--- config.mk ---
export PLATFORM = sky130hd
export DESIGN_NAME = ppc_port_cfg
export DESIGN_NICKNAME = d
export VERILOG_FILES = /design/src/logic/ppc_pkg.sv /design/src/logic/ppc_port_cfg.sv
export SDC_FILE = /design/constraint.sdc
export NUM_CORES = 1
export LEC_CHECK = 0
export ABC_CLOCK_PERIOD_IN_PS = 1800
export BUFFER_PORTS_ARGS = -buffer_cell sky130_fd_sc_hd__buf_2
export CORE_ASPECT_RATIO = 1.1
export CORE_MARGIN = 3
export CORE_UTILIZATION = 51
export DETAILED_ROUTE_END_ITERATION = 8
export GPL_ROUTABILITY_DRIVEN = 0
export HOLD_SLACK_MARGIN = 0.12
export PLACE_DENSITY = 0.8
export SLEW_MARGIN = 10
export SYNTH_ARGS = -nofsm -noshare
export SYNTH_HDL_FRONTEND = slang
export SYNTH_SLANG_ARGS = --single-unit
--- constraint.sdc ---
create_clock -name aclk -period 1.8 [get_ports aclk]
set_input_delay 0.09 -clock aclk [delete_from_list [all_inputs] [get_ports aclk]]
set_output_delay 0.09 -clock aclk [all_outputs]
set_load 0.1 [all_outputs]
--- src/logic/ppc_pkg.sv ---
package ppc_pkg;

    localparam int unsigned PIN_N = 8;

    // Register indices; byte address is four times the index
    localparam logic [9:0] IDX_POL = 10'h2d8;
    localparam logic [9:0] IDX_PULL = 10'h2d9;
    localparam logic [9:0] IDX_IE = 10'h2da;
    localparam logic [9:0] IDX_IF = 10'h2db;
    localparam logic [9:0] IDX_IBE = 10'h2dc;
    localparam logic [9:0] IDX_RDR = 10'h2dd;
    localparam logic [9:0] IDX_OD = 10'h2df;

    localparam logic [7:0] RST_OD = 8'h00;
    localparam logic [7:0] RST_CFG = 8'h00;
    localparam logic [7:0] RST_FLAGS = 8'h00;

    localparam logic [1:0] RESP_OKAY = 2'h0;
    localparam logic [1:0] RESP_SLVERR = 2'h2;

    typedef struct packed {
        logic [PIN_N-1:0] pull_en;
        logic [PIN_N-1:0] pull_dn;
        logic [PIN_N-1:0] open_drain;
        logic [PIN_N-1:0] reduced_drv;
        logic [PIN_N-1:0] ibuf_en;
    } ppc_pad_t;

    typedef struct packed {
        logic [9:0] idx;
        logic [7:0] data;
        logic lane0;
    } ppc_wr_t;

endpackage

--- src/logic/ppc_port_cfg.sv ---
// Function
// - Polarity bit 1 pulldown, 0 pullup
// - Polarity bit picks rising or falling edge
// - CAN receive pin: pulldown request disables pull while can_active
// - Unimplemented bits always read zero
// - Config registers readable and writable anytime
// - Enable bit gates flag onto interrupt
// - Edges detected in any pin mode
// - Active edge sets flag; interrupt when enabled
// - Write one clears flag, zero keeps
// - Input buffer enable, forced by peripheral
// - Reduced drive bit selects weak output
// - Open-drain register eight bits, reset zero
// - Open-drain drives low only
// - Pull only on input or open-drain
`timescale 1ns/1ps
module ppc_port_cfg #(
    parameter logic [7:0] IMPL_MASK = 8'hff,
    parameter int unsigned CAN_PIN = 0,
    parameter int unsigned ADDR_W = 12
) (
    input wire logic aclk,
    input wire logic aresetn,
    input wire logic [ADDR_W-1:0] awaddr,
    input wire logic [2:0] awprot,
    input wire logic awvalid,
    output logic awready,
    input wire logic [31:0] wdata,
    input wire logic [3:0] wstrb,
    input wire logic wvalid,
    output logic wready,
    output logic [1:0] bresp,
    output logic bvalid,
    input wire logic bready,
    input wire logic [ADDR_W-1:0] araddr,
    input wire logic [2:0] arprot,
    input wire logic arvalid,
    output logic arready,
    output logic [31:0] rdata,
    output logic [1:0] rresp,
    output logic rvalid,
    input wire logic rready,
    input wire logic [7:0] pad_i,
    output logic [7:0] pad_o,
    output logic [7:0] pad_oe_n,
    output ppc_pkg::ppc_pad_t pad_ctrl,
    input wire logic [7:0] port_out,
    input wire logic [7:0] port_dir,
    input wire logic [7:0] periph_dig_en,
    input wire logic can_active,
    output logic irq
);

    ////////////////////////////////////////////////////////////////////////
    logic aw_full_r;
    logic w_full_r;
    logic [9:0] aw_idx_r;
    logic [7:0] w_data_r;
    logic w_lane0_r;
    logic bvalid_r;
    logic [1:0] bresp_r;
    logic rvalid_r;
    logic [1:0] rresp_r;
    logic [31:0] rdata_r;
    logic wr_do;
    ppc_pkg::ppc_wr_t wr;
    logic wr_hit;
    logic [7:0] rd_val;
    logic rd_hit;

    logic [7:0] pol_r;
    logic [7:0] pull_r;
    logic [7:0] ie_r;
    logic [7:0] flags_r;
    logic [7:0] flags_nxt;
    logic [7:0] ibe_r;
    logic [7:0] rdr_r;
    logic [7:0] od_r;

    logic [7:0] sync1_r;
    logic [7:0] sync2_r;
    logic [7:0] prev_r;
    logic [7:0] edge_set;
    logic [7:0] flag_clr;
    logic [7:0] can_block;
    logic irq_r;

    ////////////////////////////////////////////////////////////////////////
    // Write channel: address and data taken in either order
    assign awready = !aw_full_r && !bvalid_r;
    assign wready = !w_full_r && !bvalid_r;
    assign wr_do = aw_full_r && w_full_r && !bvalid_r;
    assign wr.idx = aw_idx_r;
    assign wr.data = w_data_r & IMPL_MASK;
    assign wr.lane0 = w_lane0_r;

    always_comb
    begin
        case (wr.idx)
            ppc_pkg::IDX_POL, ppc_pkg::IDX_PULL, ppc_pkg::IDX_IE, ppc_pkg::IDX_IF,
            ppc_pkg::IDX_IBE, ppc_pkg::IDX_RDR, ppc_pkg::IDX_OD: wr_hit = 1'b1;
            default: wr_hit = 1'b0;
        endcase
    end

    always_ff @(posedge aclk)
    begin
        if (!aresetn)
        begin
            aw_full_r <= 1'b0;
            w_full_r <= 1'b0;
            aw_idx_r <= 10'h000;
            w_data_r <= 8'h00;
            w_lane0_r <= 1'b0;
        end
        else
        begin
            if (awvalid && awready)
            begin
                aw_full_r <= 1'b1;
                aw_idx_r <= awaddr[11:2];
            end
            else if (wr_do)
            begin
                aw_full_r <= 1'b0;
            end
            if (wvalid && wready)
            begin
                w_full_r <= 1'b1;
                w_data_r <= wdata[7:0];
                w_lane0_r <= wstrb[0];
            end
            else if (wr_do)
            begin
                w_full_r <= 1'b0;
            end
        end
    end

    always_ff @(posedge aclk)
    begin
        if (!aresetn)
        begin
            bvalid_r <= 1'b0;
            bresp_r <= ppc_pkg::RESP_OKAY;
        end
        else if (wr_do)
        begin
            bvalid_r <= 1'b1;
            bresp_r <= wr_hit ? ppc_pkg::RESP_OKAY : ppc_pkg::RESP_SLVERR;
        end
        else if (bready)
        begin
            bvalid_r <= 1'b0;
        end
    end

    assign bvalid = bvalid_r;
    assign bresp = bresp_r;

    ////////////////////////////////////////////////////////////////////////
    // Config registers, writable at any time
    always_ff @(posedge aclk)
    begin
        if (!aresetn)
        begin
            pol_r <= ppc_pkg::RST_CFG;
            pull_r <= ppc_pkg::RST_CFG;
            ie_r <= ppc_pkg::RST_CFG;
            ibe_r <= ppc_pkg::RST_CFG;
            rdr_r <= ppc_pkg::RST_CFG;
            od_r <= ppc_pkg::RST_OD;
        end
        else if (wr_do && wr.lane0)
        begin
            case (wr.idx)
                ppc_pkg::IDX_POL: pol_r <= wr.data;
                ppc_pkg::IDX_PULL: pull_r <= wr.data;
                ppc_pkg::IDX_IE: ie_r <= wr.data;
                ppc_pkg::IDX_IBE: ibe_r <= wr.data;
                ppc_pkg::IDX_RDR: rdr_r <= wr.data;
                ppc_pkg::IDX_OD: od_r <= wr.data;
                default: ;
            endcase
        end
    end

    ////////////////////////////////////////////////////////////////////////
    // Pin synchroniser and edge detect, independent of direction/function
    always_ff @(posedge aclk)
    begin
        if (!aresetn)
        begin
            sync1_r <= 8'h00;
            sync2_r <= 8'h00;
            prev_r <= 8'h00;
        end
        else
        begin
            sync1_r <= pad_i;
            sync2_r <= sync1_r;
            prev_r <= sync2_r;
        end
    end

    // Polarity 1 picks rising, 0 falling
    assign edge_set = IMPL_MASK & ((pol_r & sync2_r & ~prev_r) | (~pol_r & ~sync2_r & prev_r));

    assign flag_clr = (wr_do && wr.lane0 && wr.idx == ppc_pkg::IDX_IF) ? wr.data : 8'h00;
    // Set wins over a simultaneous clear
    assign flags_nxt = (flags_r & ~flag_clr) | edge_set;

    always_ff @(posedge aclk)
    begin
        if (!aresetn)
        begin
            flags_r <= ppc_pkg::RST_FLAGS;
            irq_r <= 1'b0;
        end
        else
        begin
            flags_r <= flags_nxt;
            irq_r <= |(flags_r & ie_r);
        end
    end

    assign irq = irq_r;

    ////////////////////////////////////////////////////////////////////////
    // Pad controls
    always_comb
    begin
        can_block = 8'h00;
        can_block[CAN_PIN] = can_active && pol_r[CAN_PIN];
    end

    always_ff @(posedge aclk)
    begin
        if (!aresetn)
        begin
            pad_ctrl <= '0;
            pad_o <= 8'h00;
            pad_oe_n <= 8'hff;
        end
        else
        begin
            // Pull on inputs or open-drain, pullup only on open-drain outputs
            pad_ctrl.pull_en <= pull_r & (~port_dir | od_r) & ~(port_dir & od_r & pol_r)
                & ~can_block;
            pad_ctrl.pull_dn <= pol_r;
            pad_ctrl.open_drain <= od_r;
            pad_ctrl.reduced_drv <= rdr_r;
            // Peripheral digital use forces the buffer on
            pad_ctrl.ibuf_en <= (ibe_r | periph_dig_en) & IMPL_MASK;
            pad_o <= port_out & ~od_r;
            pad_oe_n <= ~(port_dir & ~(od_r & port_out));
        end
    end

    ////////////////////////////////////////////////////////////////////////
    // Read channel
    always_comb
    begin
        rd_hit = 1'b1;
        case (araddr[11:2])
            ppc_pkg::IDX_POL: rd_val = pol_r;
            ppc_pkg::IDX_PULL: rd_val = pull_r;
            ppc_pkg::IDX_IE: rd_val = ie_r;
            ppc_pkg::IDX_IF: rd_val = flags_r;
            ppc_pkg::IDX_IBE: rd_val = ibe_r;
            ppc_pkg::IDX_RDR: rd_val = rdr_r;
            ppc_pkg::IDX_OD: rd_val = od_r;
            default:
            begin
                rd_val = 8'h00;
                rd_hit = 1'b0;
            end
        endcase
    end

    assign arready = !rvalid_r;

    always_ff @(posedge aclk)
    begin
        if (!aresetn)
        begin
            rvalid_r <= 1'b0;
            rdata_r <= 32'h0000_0000;
            rresp_r <= ppc_pkg::RESP_OKAY;
        end
        else if (arvalid && arready)
        begin
            rvalid_r <= 1'b1;
            rdata_r <= {24'h00_0000, rd_val & IMPL_MASK};
            rresp_r <= rd_hit ? ppc_pkg::RESP_OKAY : ppc_pkg::RESP_SLVERR;
        end
        else if (rready)
        begin
            rvalid_r <= 1'b0;
        end
    end

    assign rvalid = rvalid_r;
    assign rdata = rdata_r;
    assign rresp = rresp_r;
endmodule

==> results.py, run 1 <==
metrics = {
    "run_status": {
        "outcome": "finished clean",
    },
    "place": {
        "dp_hpwl_um": 11400,
        "place.port_buffers": 140,
        "pre_cts_slack_ps": 111,
        "post_placement_cell_count": 988,
    },
    "sta": {
        "period_share_pct": 96.2,
        "final_hold_viol_count": 0,
        "timing.final.max_slew_violations": 0,
        "finalClockSkew_ps": 12.3,
        "timing.final.setup_violations": 0,
        "finalCriticalPeriod_ps": 1730,
        "hold_slack_ps": 131,
        "fin_ws_ps": 69.1,
        "maxClockFrequency_mhz": 578,
        "finalSetupTns_ps": 0,
    },
    "pwr": {
        "peak_supply_drop_mv": 0.753,
        "power_per_cell_area_nw_per_um2": 1000,
        "leakage_uw": 0.00377,
    },
    "clocking": {
        "cts-htree-levels": 4,
        "path_clk_slew_ps": 70,
        "cts_root_buf": "sky130_fd_sc_hd__clkbuf_16",
        "cts_max_path_buffers": 2,
        "clock_sink_count": 170,
        "cts_tree": "built",
        "clk-insertion-delay-late_ps": 430,
        "number_of_buffers_created_by_cts": 17,
    },
    "critical_path": {
        "worst_path_largest_cell_delay_ps": 410,
        "crit_path_max_fanout": 33,
        "crit_type": "flop to flop",
        "crit-reg2reg-capture": "rdr_r[2]",
        "cp-end-kind": "flop",
        "worstSetupStartpointType": "flop",
        "critical_path.startpoint": "aw_idx_r[8]",
        "data_arrival_at_the_endpoint_of_the_critical_path_ps": 2080,
        "worst_ep_required_time_ps": 2150,
        "timing.rr.start": "aw_idx_r[8]",
        "reg2regPathDepth": 6,
        "cp_cell_instances": "nand4bb_1 -> or3_4 -> buf_12 -> nor2_8 -> buf_4 -> mux2i_1",
        "worst-r2r-setup-slack_ps": 70,
        "critPathSlowestCell": "sky130_fd_sc_hd__or3_4",
    },
    "logic_synthesis": {
        "synth-seq-area-share_pct": 52.3,
        "syn_avg_cell_area_um2": 9.07,
        "synth_top_cells_by_area": "sky130_fd_sc_hd__dfxtp_1 (52%), sky130_fd_sc_hd__a21oi_1 (5.5%), sky130_fd_sc_hd__nand2_1 (5.3%)",
        "syn_inst": 717,
        "yosysTopAreaCellShare_pct": 52.3,
        "async_reset_ff_share_pct": 0,
        "yosys.area.top_type": "sky130_fd_sc_hd__dfxtp_1",
        "synth_area_um2": 6510,
        "synthTopCellsByCount": "sky130_fd_sc_hd__dfxtp_1 (170), sky130_fd_sc_hd__nand2_1 (91), sky130_fd_sc_hd__a21oi_1 (72)",
        "ys_dominant_reg_cell": "sky130_fd_sc_hd__dfxtp_1",
        "yosys_warnings": 0,
        "synth.lib_cells_used.distinct": 49,
        "synth-edff-count": 0,
        "yosysMostFrequentCell": "sky130_fd_sc_hd__dfxtp_1",
        "synth_seq_cells": 170,
    },
    "die": {
        "area_of_the_die_um2": 14100,
        "placeableCoreArea_um2": 12200,
        "std_cell_rows": 42,
        "start_util_pct": 53.1,
        "dieWidth_um": 114,
        "num_io_pins": 204,
        "die_height_um": 124,
    },
    "route": {
        "drt_first_iter_violations": 428,
        "drc": 0,
        "wire_per_inst_um": 15.7,
        "drt-total-wl_um": 17200,
        "ant_nets": 0,
        "drt_pre_antenna_iters": 5,
        "detailroute.via_count": 5767,
        "vias_per_cell": 5.28,
    },
    "global_routing": {
        "grt_max_degree": 89,
        "first_global_vias": 5461,
        "grt_usage_pct": 24.4,
        "global_route_wire_length_before_repair_um": 27400,
        "antenna_found_initial": 0,
        "grt-ovfl-total": 0,
    },
    "hold_path": {
        "timing.hold.worst.start": "araddr[8]",
        "hold-path-endpoint": "rdata[2]",
        "holdPathStages": 4,
        "min-delay-path-class": "input pin to flop",
    },
    "layout": {
        "ant_cells": 0,
        "utilization_pct": 70.2,
        "area_growth_syn_to_layout_pct": 32.1,
        "layout-drive-gt1-share_pct": 23.5,
        "layoutNonFillerInstCount": 1093,
        "design.final.nets": 1032,
    },
    "flow_run": {
        "maxcap_violations": 0,
    },
}
what timing repair did:
| action | 4_1_cts | 5_1_grt |
|---|---|---|
| resized for setup | 0 | 2 |
| endpoints found under the hold margin | 74 | 0 |
| buffers inserted | 0 | 6 |
| endpoints found under the setup margin | 0 | 8 |
| hold buffers | 68 | 0 |
logic make-up (layout without fill, tap and decap cells):
family / after synthesis / in the layout / synth area share [%]
AND/OR/NAND/NOR: 249 / 249 / 19.4
flip-flops: 170 / 170 / 52.3
AO/OA/AOI/OAI: 163 / 163 / 14.3
buffers and inverters: 102 / 299 / 8.02
multiplexers: 32 / 32 / 5.83
other: 1 / 26 / 0.0576
report_power, final:
part,internal (uW),total (uW),switching (uW)
logic,277,1060,781
registers,3860,3940,80.7
clock network,2070,3630,1560
placed cells by master, fill, tap and decap left out, types with 6 or more instances in the layout:
cell type	instances
sky130_fd_sc_hd__dfxtp_1	168
sky130_fd_sc_hd__buf_2	140
sky130_fd_sc_hd__nand2_1	91
sky130_fd_sc_hd__a21oi_1	72
sky130_fd_sc_hd__dlygate4sd3_1	67
sky130_fd_sc_hd__o21ai_0	54
sky130_fd_sc_hd__nor2_1	38
sky130_fd_sc_hd__and2_1	37
sky130_fd_sc_hd__nand3_1	37
sky130_fd_sc_hd__inv_1	35
sky130_fd_sc_hd__conb_1	26
sky130_fd_sc_hd__mux2i_1	20
sky130_fd_sc_hd__buf_4	20
sky130_fd_sc_hd__clkbuf_16	17
sky130_fd_sc_hd__and3_1	16
sky130_fd_sc_hd__o31ai_1	15
sky130_fd_sc_hd__a22oi_1	7
sky130_fd_sc_hd__inv_6	7
sky130_fd_sc_hd__mux2_2	6
through the flow:
step / instance area, um2 / total power, uW
global placement: 7290 / 4940
finish: 8600 / 8630
global route: 8600 / 8870
floorplan: 6630 / 4800
CTS: 8550 / 8660
detailed placement: 7290 / 4950
worst max-delay path, delay by kind of cell (launching register included):
| family | cells | cell delay, ps |
|---|---|---|
| buffers and inverters | 2 | 320 |
| flip-flops | 1 | 320 |
| multiplexers | 1 | 200 |
| AND/OR/NAND/NOR | 3 | 810 |
how the worst max path moves through the flow:
stage,cells after the start,endpoint,slack (ps)
after global placement,5,rdr_r[2],170
after floorplan,4,rdata[2],60
final,6,rdr_r[2],70
after detailed placement,5,rdr_r[2],110
after global routing,6,rdr_r[2],-20
after CTS,5,rdr_r[2],90
registers in the layout, indices dropped and copies added (netlist names), 8 cells and up:
signal / flops
aw_idx_r: 10
flags_r: 8
ibe_r: 8
ie_r: 8
od_r: 8
pad_ctrl: 40
pad_o: 8
pad_oe_n: 8
pol_r: 8
prev_r: 8
pull_r: 8
rdata: 8
rdr_r: 8
sync1_r: 8
sync2_r: 8
w_data_r: 8
area by class of cell:
class | instances | area (um2)
Clock inverter | 14 | 158
Inverter | 38 | 146
Fill cell | 933 | 3650
Tap cell | 154 | 193
Clock buffer | 18 | 429
Multi-Input combinational cell | 470 | 2700
Sequential cell | 170 | 3410
Timing Repair Buffer | 229 | 1560
layer usage:
layer,wire (um),part of all wire (%),vias up,track usage [%]
met5,0,0,-,0
met4,484,2.8,0,11.4
met3,1140,6.7,33,5.34
met2,8350,49,220,39.5
met1,7200,42,2707,30.6
li1,-,-,2807,-
(Power assumes the default switching activity.)
==> run 2, diff against run 1 <==
==> constraint.sdc (replaced) <==
create_clock -name aclk -period 1.8 [get_ports aclk]
set_input_delay 0.18 -clock aclk [delete_from_list [all_inputs] [get_ports aclk]]
set_output_delay 0.18 -clock aclk [all_outputs]
set_load 0.1 [all_outputs]
==> run 2 against run 1 <==
Against the previous run: cell area down 1.5%; setup slack better by 25 ps; largest power group unchanged; combinational power about the same; largest cell class unchanged; die area unchanged; critical endpoint unchanged; critical path depth down 1; non-clock buffer count down 10; total power down 2.7%; clock-buffer cell count unchanged.
==> results.py, run 2 (same netlist as run 1, synthesis figures left out) <==
metrics = {
    "sta": {
        "maxClockFrequency_mhz": 586,
        "finalCriticalPeriod_ps": 1710,
        "finalClockSkew_ps": 5.41,
        "timing.final.setup_violations": 0,
        "timing.final.max_slew_violations": 0,
        "rsz_0062_raised_after_global_routing": "false",
        "finalSetupTns_ps": 0,
        "fin_ws_ps": 93.6,
        "final_hold_viol_count": 0,
        "period_share_pct": 94.8,
    },
    "layout": {
        "largest_register": "pad_ctrl",
        "multiInputGateArea_um2": 2690,
        "n_fill_cell": 943,
        "most-common-layout-cells": "sky130_fd_sc_hd__dfxtp_1 (168), sky130_fd_sc_hd__buf_2 (140), sky130_fd_sc_hd__nand2_1 (91)",
        "ant_cells": 0,
        "utilization_pct": 69.2,
        "ff_latch_area_um2": 3410,
        "layout.cells.most_common": "sky130_fd_sc_hd__dfxtp_1",
        "final_design_area_no_fill_um2": 8470,
        "largestRegisters": "pad_ctrl (40), aw_idx_r (10)",
        "layout-drive-gt1-share_pct": 23.1,
        "design.final.nets": 1022,
        "area_growth_syn_to_layout_pct": 30.2,
        "largest_register_ffs": 40,
    },
    "critical_path": {
        "reg2regPathDepth": 5,
        "worstSetupStartpointType": "flop",
        "crit_path_max_fanout": 33,
        "data_arrival_at_the_endpoint_of_the_critical_path_ps": 2060,
        "worst_setup_path_endpoint": "rdr_r[2]",
        "crit-reg2reg-capture": "rdr_r[2]",
        "worst_ep_required_time_ps": 2150,
        "worst_path_largest_cell_delay_ps": 430,
        "cp_cell_instances": "nand4bb_1 -> or3_1 -> buf_12 -> nor2_8 -> mux2i_1",
        "critical_path.startpoint": "aw_idx_r[8]",
        "cp_top_family": "simple AND/OR/NAND/NOR gates",
        "crit_buf_inv": 1,
        "critPathSlowestCell": "sky130_fd_sc_hd__or3_1",
        "crit_type": "flop to flop",
        "worst-r2r-setup-slack_ps": 90,
        "timing.rr.start": "aw_idx_r[8]",
        "path_depth": 5,
        "cp-end-kind": "flop",
    },
    "place": {
        "place.port_buffers": 140,
        "dp_hpwl_um": 11400,
        "total_cell_area_at_the_placement_stage_um2": 7290,
        "pre_cts_slack_ps": 123,
    },
    "pwr": {
        "power_per_cell_area_nw_per_um2": 991,
        "leakage_uw": 0.00370,
        "peak_supply_drop_mv": 0.771,
    },
    "global_routing": {
        "grt_usage_pct": 24.7,
        "antenna_found_initial": 0,
        "global_route_wire_length_before_repair_um": 27700,
        "first_global_vias": 5562,
        "grt_max_degree": 89,
        "grt-ovfl-total": 0,
    },
    "route": {
        "vias_per_cell": 5.29,
        "ant_nets": 0,
        "drc": 0,
        "drt-total-wl_um": 17200,
        "wire_per_inst_um": 15.9,
        "drt_pre_antenna_iters": 8,
        "drt_first_iter_violations": 391,
        "detailroute.via_count": 5733,
    },
    "clocking": {
        "cts-htree-levels": 4,
        "clk-insertion-delay-late_ps": 430,
        "clock_sink_count": 170,
        "cts_max_path_buffers": 2,
        "post_cts.repair.setup_buffers": 0,
        "cts_root_buf": "sky130_fd_sc_hd__clkbuf_16",
        "cts.repair.resized": 0,
        "path_clk_slew_ps": 70,
        "number_of_buffers_created_by_cts": 17,
        "cts_tree": "built",
    },
    "die": {
        "area_of_the_die_um2": 14100,
        "die_height_um": 124,
        "dieWidth_um": 114,
        "std_cell_rows": 42,
        "placeableCoreArea_um2": 12200,
        "start_util_pct": 53.1,
        "num_io_pins": 204,
    },
    "flow_run": {
        "maxcap_violations": 0,
    },
    "hold_path": {
        "holdPathStages": 3,
        "min-delay-path-class": "input pin to flop",
    },
    "run_status": {
        "outcome": "finished clean",
    },
}
## run 2: cell types whose count changed in the layout (fill, tap and decap cells not counted), sizes merged
cell,change
buf,-5
inv,-2
clkinv,+4
dlygate4sd3,-5
bufinv,-2
## run 2: worst min path at each step
stage,startpoint,to,slack [ps]
6_report,araddr[3],rdata[2],170
5_1_grt,araddr[3],rdata[2],180
4_1_cts,araddr[3],rdata[2],150
3_5_place_dp,port_dir[1],pad_oe_n[1],370
3_3_place_gp,port_dir[3],pad_oe_n[3],370
2_1_floorplan,port_dir[0],pad_oe_n[0],250
## run 2: worst min-delay path: cells and delay by family
kind | cells | cell delay (ps)
and+or+nand+nor | 1 | 130
AOI/OAI and AO/OA | 1 | 80
buffers and inverters | 1 | 160
## run 2: per-stage QoR
stage,power [uW],instances,hold slack [ps]
6_report,8390,1083,168
5_1_grt,8650,1083,178
4_1_cts,8420,1083,153
3_5_place_dp,4950,989,372
3_3_place_gp,4940,989,373
2_1_floorplan,4800,742,252
## run 2: area by class of cell
cell class	instances	area share (%)
Inverter	38	1.73
Clock buffer	18	5.19
Sequential cell	170	40.3
Tap cell	154	2.28
Timing Repair Buffer	219	17.4
Multi-Input combinational cell	470	31.8
Clock inverter	14	1.37
## run 2: layer usage
metal | up-vias | share of wire (%) | track usage (%)
li1 | 2791 | - | -
met1 | 2666 | 40 | 30.3
met2 | 245 | 50 | 41.9
met3 | 31 | 8.0 | 5.78
met4 | 0 | 2.2 | 8.98
met5 | - | 0 | 0
## run 2: repair_timing
| action | CTS | global route |
|---|---|---|
| endpoints found under the hold margin | 62 | 0 |
| hold buffers | 62 | 0 |
| endpoints found under the setup margin | 0 | 2 |
## run 2: where the power goes
| part | internal [uW] | switching [uW] |
|---|---|---|
| Combinational | 271 | 779 |
| Clock | 1830 | 1570 |
| Sequential | 3850 | 80.3 |
